==> config.mk <==
export PLATFORM = sky130hd
export DESIGN_NAME = alb_bypass
export DESIGN_NICKNAME = d
export VERILOG_FILES = /design/src/common/alb_pkg.sv /design/src/core/alb_bypass.sv
export SDC_FILE = /design/constraint.sdc
export NUM_CORES = 1
export LEC_CHECK = 0
export BUFFER_PORTS_ARGS = -buffer_cell sky130_fd_sc_hd__clkbuf_2
export CORE_MARGIN = 2
export CORE_UTILIZATION = 45
export CTS_CLUSTER_SIZE = 8
export DETAILED_ROUTE_END_ITERATION = 7
export PLACE_DENSITY = 0.65
export SLEW_MARGIN = 20
export SYNTH_ARGS = -nofsm -noshare
export SYNTH_HDL_FRONTEND = slang
export SYNTH_SLANG_ARGS = --single-unit
==> constraint.sdc <==
create_clock -name clk -period 6.68 [get_ports clk]
set_input_delay 1.002 -clock clk [delete_from_list [all_inputs] [get_ports clk]]
set_output_delay 1.002 -clock clk [all_outputs]
set_load 0.02 [all_outputs]
==> src/common/alb_pkg.sv <==
// Constants for the ancillary and top-line bypass block
// Function
// [RQ1] Ancillary pass setting forwards all ancillary content to the program output.
// [RQ2] Ancillary blank setting forwards no ancillary content to the program output.
// [RQ3] Bypass line count 0 to 5, effective only while ancillary is passed.
// [RQ4] Count zero sends every source-frame line, from line 20 or 23, to the scaler.
// [RQ5] Nonzero count x carries the first x source-frame lines directly to output.
// [RQ6] Bypassed lines are replaced by blanking before they reach the scaler.
// [RQ7] Input standard: auto detect, forced 525 or forced 625 picks the first line.
// [RQ8] Bypassed and ancillary content is delayed to match the scaler latency.
package alb_pkg;
    // ************************************************************
    // Widths and layout of the synchronised input bundle
    // ************************************************************
    localparam int DATA_W = 10;
    localparam int LINE_W = 10;
    localparam int CNT_W = 3;
    localparam int STD_W = 2;
    localparam int BUS_W = 20;
    localparam int POS_DATA = 0;
    localparam int POS_ANC = 10;
    localparam int POS_SOL = 11;
    localparam int POS_SOF = 12;
    localparam int POS_PASS = 13;
    localparam int POS_DET625 = 14;
    localparam int POS_CNT = 15;
    localparam int POS_STD = 18;
    // ************************************************************
    // Standards, line numbers, limits and blanking
    // ************************************************************
    localparam logic [STD_W-1:0] STD_AUTO = 2'h0;
    localparam logic [STD_W-1:0] STD_525 = 2'h1;
    localparam logic [STD_W-1:0] STD_625 = 2'h2;
    localparam logic [LINE_W-1:0] FIRST_LINE_525 = 10'h014;
    localparam logic [LINE_W-1:0] FIRST_LINE_625 = 10'h017;
    localparam logic [LINE_W-1:0] LINE_ONE = 10'h001;
    localparam logic [CNT_W-1:0] BYPASS_MAX = 3'h5;
    localparam logic [DATA_W-1:0] BLANK_LEVEL = 10'h040;
    // Scaler latency in video samples; the bypass delay line matches it
    localparam int SCL_LATENCY = 16;
endpackage

==> src/core/alb_bypass.sv <==
// Ancillary pass/blank and top-line bypass around the picture scaler
`timescale 1ns/1ns
module alb_bypass (
    input wire logic clk,
    input wire logic arst_n,
    input wire logic vid_clk,
    input wire logic [9:0] vid_data,
    input wire logic vid_anc,
    input wire logic vid_sol,
    input wire logic vid_sof,
    input wire logic std_det_625,
    input wire logic [1:0] std_sel,
    input wire logic anc_pass,
    input wire logic [2:0] top_line_bypass_count,
    output logic [9:0] scl_in_data,
    output logic scl_in_valid,
    input wire logic [9:0] scl_out_data,
    output logic [9:0] out_data,
    output logic out_valid
);
    localparam int LAT = alb_pkg::SCL_LATENCY;

    // ************************************************************
    // Input synchronisers
    // ************************************************************
    logic vclk_s1_r;
    logic vclk_s2_r;
    logic vclk_s3_r;
    logic [alb_pkg::BUS_W-1:0] bus_s1_r;
    logic [alb_pkg::BUS_W-1:0] bus_s2_r;
    wire [alb_pkg::BUS_W-1:0] bus_raw = {std_sel, top_line_bypass_count, std_det_625,
        anc_pass, vid_sof, vid_sol, vid_anc, vid_data};

    // Two flops on every link and setting pin, a third on vid_clk; the edge detector reads the second and third stages
    always_ff @(posedge clk or negedge arst_n) begin
        if (!arst_n) begin
            vclk_s1_r <= 1'b0;
            vclk_s2_r <= 1'b0;
            vclk_s3_r <= 1'b0;
            bus_s1_r <= '0;
            bus_s2_r <= '0;
        end else begin
            vclk_s1_r <= vid_clk;
            vclk_s2_r <= vclk_s1_r;
            vclk_s3_r <= vclk_s2_r;
            bus_s1_r <= bus_raw;
            bus_s2_r <= bus_s1_r;
        end
    end

    // ************************************************************
    // Field decode of the synchronised bundle
    // ************************************************************
    // Data is launched on the falling link edge, so it is stable at the rising one
    wire samp_en = vclk_s2_r & ~vclk_s3_r;
    wire [9:0] in_data = bus_s2_r[alb_pkg::POS_DATA +: alb_pkg::DATA_W];
    wire in_anc = bus_s2_r[alb_pkg::POS_ANC];
    wire in_sol = bus_s2_r[alb_pkg::POS_SOL];
    wire in_sof = bus_s2_r[alb_pkg::POS_SOF];
    wire pass_q = bus_s2_r[alb_pkg::POS_PASS];
    wire det625_q = bus_s2_r[alb_pkg::POS_DET625];
    wire [2:0] cnt_q = bus_s2_r[alb_pkg::POS_CNT +: alb_pkg::CNT_W];
    wire [1:0] std_q = bus_s2_r[alb_pkg::POS_STD +: alb_pkg::STD_W];

    // Standard choice: forced values win, auto follows the detector
    wire is625 = (std_q == alb_pkg::STD_625) |
        ((std_q == alb_pkg::STD_AUTO) & det625_q); // see [RQ7]
    wire [9:0] first_line = is625 ? alb_pkg::FIRST_LINE_625
        : alb_pkg::FIRST_LINE_525; // see [RQ7]

    // Out-of-range counts clamp; count is ignored while ancillary is blanked
    wire [2:0] cnt_clamp = (cnt_q > alb_pkg::BYPASS_MAX) ? alb_pkg::BYPASS_MAX : cnt_q;
    wire [2:0] cnt_eff = pass_q ? cnt_clamp : 3'h0; // see [RQ3]

    // ************************************************************
    // Line counter
    // ************************************************************
    logic [9:0] line_r;
    wire [9:0] line_nxt = in_sof ? alb_pkg::LINE_ONE
        : (in_sol ? 10'(line_r + 10'h001) : line_r);

    // Frame start restarts at line one, each line start advances
    always_ff @(posedge clk or negedge arst_n) begin
        if (!arst_n) begin
            line_r <= 10'h000;
        end else if (samp_en) begin
            line_r <= line_nxt;
        end
    end

    // Bypass window: first_line up to first_line + count - 1
    wire [9:0] win_end = 10'(first_line + {7'h00, cnt_eff});
    wire cur_byp = (line_nxt >= first_line) & (line_nxt < win_end); // see [RQ4] [RQ5]

    // ************************************************************
    // Scaler feed
    // ************************************************************
    // Bypassed lines must not leak into the scaled picture
    wire [9:0] scl_nxt = cur_byp ? alb_pkg::BLANK_LEVEL : in_data; // see [RQ6]

    always_ff @(posedge clk or negedge arst_n) begin
        if (!arst_n) begin
            scl_in_data <= alb_pkg::BLANK_LEVEL;
            scl_in_valid <= 1'b0;
        end else begin
            scl_in_valid <= samp_en;
            if (samp_en) begin
                scl_in_data <= scl_nxt;
            end
        end
    end

    // ************************************************************
    // Latency-matching delay line for direct content
    // ************************************************************
    // Costs LAT words of storage, but keeps the merged raster line-aligned
    logic [9:0] dly_data_r [LAT];
    logic dly_anc_r [LAT];
    logic dly_byp_r [LAT];
    logic dly_pass_r [LAT];

    always_ff @(posedge clk or negedge arst_n) begin
        if (!arst_n) begin
            dly_data_r[0] <= alb_pkg::BLANK_LEVEL;
            dly_anc_r[0] <= 1'b0;
            dly_byp_r[0] <= 1'b0;
            dly_pass_r[0] <= 1'b0;
        end else if (samp_en) begin
            dly_data_r[0] <= in_data;
            dly_anc_r[0] <= in_anc;
            dly_byp_r[0] <= cur_byp;
            dly_pass_r[0] <= pass_q;
        end
    end

    genvar gi;
    generate
        for (gi = 1; gi < LAT; gi++) begin : g_dly
            // One stage per video sample, see [RQ8]
            always_ff @(posedge clk or negedge arst_n) begin
                if (!arst_n) begin
                    dly_data_r[gi] <= alb_pkg::BLANK_LEVEL;
                    dly_anc_r[gi] <= 1'b0;
                    dly_byp_r[gi] <= 1'b0;
                    dly_pass_r[gi] <= 1'b0;
                end else if (samp_en) begin
                    dly_data_r[gi] <= dly_data_r[gi-1];
                    dly_anc_r[gi] <= dly_anc_r[gi-1];
                    dly_byp_r[gi] <= dly_byp_r[gi-1];
                    dly_pass_r[gi] <= dly_pass_r[gi-1];
                end
            end
        end
    endgenerate

    // ************************************************************
    // Output merge
    // ************************************************************
    wire [9:0] tap_data = dly_data_r[LAT-1];
    wire tap_anc = dly_anc_r[LAT-1];
    wire tap_byp = dly_byp_r[LAT-1];
    wire tap_pass = dly_pass_r[LAT-1];
    // Ancillary follows the setting at its own arrival time, not the current one
    wire [9:0] anc_val = tap_pass ? tap_data : alb_pkg::BLANK_LEVEL; // see [RQ1] [RQ2]
    wire [9:0] out_nxt = tap_anc ? anc_val
        : (tap_byp ? tap_data : scl_out_data); // see [RQ5] [RQ8]

    always_ff @(posedge clk or negedge arst_n) begin
        if (!arst_n) begin
            out_data <= alb_pkg::BLANK_LEVEL;
            out_valid <= 1'b0;
        end else begin
            out_valid <= samp_en;
            if (samp_en) begin
                out_data <= out_nxt;
            end
        end
    end
endmodule

Yosys cells after proc, flatten, opt, wreduce, memory -nomap -nowiden

Cells that the tools add are included.

Add/sub/neg operators: 2
Magnitude comparators: 3
Eq/ne operators: 1
Muxes and demuxes: 9
Bitwise logic cells: 5
Reduce and logical (&&, ||, !) cells: 1

Operators with widths:

| operator                                                         | number |
|---|---|
| 10-bit 2-to-1 mux                                                | 6 |
| 10-bit by 1-bit adder with 10-bit output (second input constant) | 1 |
| 10-bit by 5-bit greater-or-equal comparator with 1-bit output    | 1 |
| 10-bit by 6-bit < comparator with 1-bit output                   | 1 |
| 5-bit by 3-bit adder with 6-bit output                           | 1 |
| 3-bit 2-to-1 mux                                                 | 2 |
| 1-bit bitwise AND                                                | 3 |
| 3-bit greater-than comparator (second input constant)            | 1 |
| 2-bit == test (second input constant)                            | 1 |
| 2-bit logical NOT                                                | 1 |
| 2-bit 2-to-1 mux                                                 | 1 |
| 1-bit NOT                                                        | 1 |
| 1-bit bitwise OR                                                 | 1 |

Flip-flop bits (word level): 282
Output and inout bits: 22
Word-level logic and storage cells: 94

Depth between registers and ports, before layout

Depth after elaboration: 8
Gate-level depth with buffers: 11
Gate-level depth less buffers: 10

Least setup slack after synthesis

OpenSTA, ideal clock, no wires.

Path type: reg-to-reg
Start point: register bus_s2_r[19] (netlist bit)
End point: register scl_in_data[0]
Library setup time: 0.146 ns
Arrival: 2.484 ns
Required time: 6.534 ns
Slack: 4.050 ns
Cell stages (with the launch flop): 12
Path through: dfrtp_1 nor2_1 nor2_1 ha_1 fa_1 inv_1 ha_1 or4b_1 o2111ai_2 and4_1 buf_6 a22oi_1

Longest elaborated chain between the ends: 8
Elaborated cells on any way between the ends: 10
Classes of those cells: add/sub: 1; order compare: 2; eq/ne: 1; mux: 2; bitwise: 3; reduce/logical: 1

Ends and longest elaborated chain:

| element                                        | line              | text |
|---|---|---|
| start: declaration                             | alb_bypass.sv:30  | `logic [alb_pkg::BUS_W-1:0] bus_s2_r;` |
| start signal: assignment                       | alb_bypass.sv:47  | `bus_s2_r <= bus_s1_r;` |
| 2-bit logical NOT                              | alb_bypass.sv:67  | `((std_q == alb_pkg::STD_AUTO) & det625_q);` |
| 1-bit bitwise AND                              | alb_bypass.sv:67  |  |
| 1-bit bitwise OR *                             | alb_bypass.sv:66  | `wire is625 = (std_q == alb_pkg::STD_625) \|` |
| 2-bit 2-to-1 mux *                             | alb_bypass.sv:68  | `wire [9:0] first_line = is625 ? alb_pkg::FIRST_LINE_625` |
| 5-bit by 3-bit adder with 6-bit output         | alb_bypass.sv:92  | `wire [9:0] win_end = 10'(first_line + {7'h00, cnt_eff});` |
| 10-bit by 6-bit < comparator with 1-bit output | alb_bypass.sv:93  | `wire cur_byp = (line_nxt >= first_line) & (line_nxt < win_end);` |
| 1-bit bitwise AND *                            | alb_bypass.sv:93  |  |
| 10-bit 2-to-1 mux *                            | alb_bypass.sv:99  | `wire [9:0] scl_nxt = cur_byp ? alb_pkg::BLANK_LEVEL : in_data;` |
| end signal: assignment                         | alb_bypass.sv:103 | `scl_in_data <= alb_pkg::BLANK_LEVEL;` |
| end signal: assignment                         | alb_bypass.sv:108 | `scl_in_data <= scl_nxt;` |
| end: declaration                               | alb_bypass.sv:15  | `output logic [9:0] scl_in_data,` |

Mark *: on every way between the ends. The rest lies on a longest branch, timed or not.
A chain may end at the register's enable or synchronous reset.

Worst setup path after layout

Start point: register bus_s2_r[19] (netlist bit)
End point: register scl_in_data[3]

Same word-level chain as after synthesis.

==> results.cfg <==
[status]
status = complete, no violations

[route]
num_vias = 7051
wl_per_cell_um = 12.1
routed_wl_um = 18200
drc = 0
drt-pass1-iter-count = 7
drt_iter0_drc = 578
antenna_left = 0
vias_per_cell = 4.71

[clock_network]
cts_tree = yes
root_buffer = clkbuf_16
clk_path_buf_depth = 3
ctsHoldBuffers = 0
cts_made_buffers = 41
ctsResizeCount = 0
clk_pin_slew_ns = 0.05
htree_levels = 2
cts_num_sinks = 282
clk_latency_ns = 0.51
post_cts_buffers = 0

[yosys]
synthFlopType = dfrtp_1
synth_nets = 1163
avgSynthCellArea_um2 = 9.49
yosys_warnings = 0
syn_inst = 1121
synth_area_um2 = 10600
yosys-top-cells-count = nand2_1, dfrtp_1, clkbuf_1
yosys.cell_count.top_type = nand2_1
yosys.area.top_type = dfrtp_1
synthArstFlopShare_pct = 100
synth_seq_cells = 282
synth_area_leaders = dfrtp_1, nand2_1, dfstp_2
yosysSeqAreaShare_pct = 66.6
synth_top_area_share_pct = 62.1
yosysUniqueCellTypes = 46
synth_edf_count = 0

[critical_path]
rrSetupSlack_ns = 3.69
crit_path_max_incr_delay_ns = 0.57
reg2reg_from = bus_s2_r[19]
arrival_ns = 3.34
rr_endpoint = scl_in_data[3]
cp_max_fo = 9
critical_path_class = flop to flop
start_kind = flop
cp.required_ns = 7.03
endpoint_kind = flop
reg2reg_depth = 10
critPathSlowestCell = or4b_1
crit_chain = nor2_1, nor2_1, ha_1, fa_1, inv_1, ha_1, or4b_1, o2111ai_2, and4_1, a22oi_1

[timing]
fin_skew_ns = 0.0105
post-route-min-period_ns = 2.99
rsz0062_at_grt = false
worst_pin_slew_ns = 1.05
maxSlewHeadroom_pct = 29.7
slew_viol_final = 0
setup-tns-final_ns = 0
final_hold_viol_count = 0
finalSetupViolCount = 0
fin_crit_sh_pct = 44.7
fmax_ghz = 0.335

[run]
max_cap_viol_count = 0

[pwr]
ir_drop_uv = 248
p_leak_nw = 6.57
fin_total_pwr_mw = 4.31
power_density_nw_per_um2 = 350

[die]
coreArea_um2 = 23300
fp.dieH_um = 158
io_pins = 55
initial_core_util_pct = 45.6
dieArea_um2 = 24900
chipWidth_um = 158
num_rows = 56

[placed_design]
place_congestion = 0.776
hpwlAfterDp_um = 9540
io_buffer_count = 54

[global_route]
grt_max_degree = 246
antenna_found_initial = 0
grt_overflow_total = 0
grt_pass1_vias = 6708
grt_first_pass_wirelength_um = 31400
grt_usage_pct = 15.3

[hold_path]
whs_endpoint = bus_s2_r[4]
hold_path_depth = 0
min-delay-start = bus_s1_r[4]
hold_class = flop to flop

[final_layout]
area_delta_synth_final_pct = 15.6
drive_above_1_share_pct = 10.9
nets = 1205
fillCellCount = 2132
antenna_cells = 0
-- cells in the final DEF (no fill, tap or decap), drive strengths merged, types with 2 or more instances in the layout --
master,instances
nand2,650
dfrtp,264
a221oi,10
nor3,4
buf,6
nand4,3
xor2,3
ha,8
o31ai,2
mux2i,4
clkbuf,110
or3,2
dfstp,18
nand3,5
nand2b,2
nor2,31
o21ai,14
a21oi,6
xnor2,3
a22oi,10
inv,6
-- metrics by stage --
| stage | cells | cell area [um^2] | hold WS, ns | util (%) | setup slack [ns] |
|---|---|---|---|---|---|
| global placement | 1438 | 11100 | 0.332 | 47.7 | 3.80 |
| finish | 1498 | 12300 | 0.343 | 52.7 | 3.69 |
| global route | 1498 | 12300 | 0.352 | 52.7 | 3.48 |
| floorplan | 1121 | 10600 | 0.331 | - | 4.05 |
| detailed placement | 1438 | 11100 | 0.335 | 47.7 | 3.69 |
| CTS | 1497 | 12300 | 0.345 | 52.6 | 3.70 |
-- worst max-delay path by stage --
stage | startpoint | endpoint | slack, ns | cells after the start
floorplan | bus_s2_r[19] | scl_in_data[0] | 4.05 | 11
global placement | bus_s2_r[19] | scl_in_data[9] | 3.80 | 10
detailed placement | bus_s2_r[19] | scl_in_data[5] | 3.69 | 10
CTS | bus_s2_r[19] | scl_in_data[3] | 3.70 | 10
global route | bus_s2_r[18] | scl_in_data[3] | 3.48 | 7
finish | bus_s2_r[19] | scl_in_data[3] | 3.69 | 10
-- layer usage --
metal  wire length [um]  up-vias  GRT usage [%]
met5                  0        -              0
met4                397        0           6.15
met3                737       30           3.09
met2               8430      126           24.4
met1               8620     3327           20.6
li1                   -     3568              -
-- layout make-up --
cell class	count	area, um^2	area share, %
clock buffers	57	1130	9.18
clock inverters	2	17.5	0.142
inverters	5	23.8	0.193
multi-input cells	774	3300	26.8
flip-flops and latches	282	7080	57.6
well taps	319	399	3.25
repair buffers	59	350	2.85
-- sequential cells by signal (all words and copies together), names as in the netlist, 10 cells and up --
name and flops:
dly_data_r 150, bus_s1_r 20, bus_s2_r 20, dly_anc_r 15, dly_byp_r 15, dly_pass_r 15
line_r 10, out_data 10, scl_in_data 10, tap_data 10
-- power breakdown --
part | switching, mW | internal [mW] | leakage [nW]
clock network | 0.672 | 1.15 | 0.555
logic | 0.239 | 0.134 | 2.38
registers | 0.137 | 1.97 | 3.63
-- cells by family (layout without fill, tap and decap cells) --
family / Yosys count / in the layout / share of synthesized area, %
simple gates: 704 / 704 / 25.5
xor+xnor: 6 / 6 / 0.494
compound gates: 50 / 50 / 3.33
fa+ha+maj: 9 / 9 / 1.13
flops: 282 / 282 / 66.6
buf+inv: 65 / 123 / 2.52
mux: 5 / 5 / 0.482
-- worst max-delay path: cells and delay by family (launching register included) --
family | cells | cell delay (ns)
AO/OA/AOI/OAI | 2 | 0.27
buffers and inverters | 1 | 0.04
flip-flops | 1 | 0.35
adder cells (fa/ha/maj) | 3 | 0.94
AND/OR/NAND/NOR | 4 | 1.23
(Power assumes the default switching activity.)
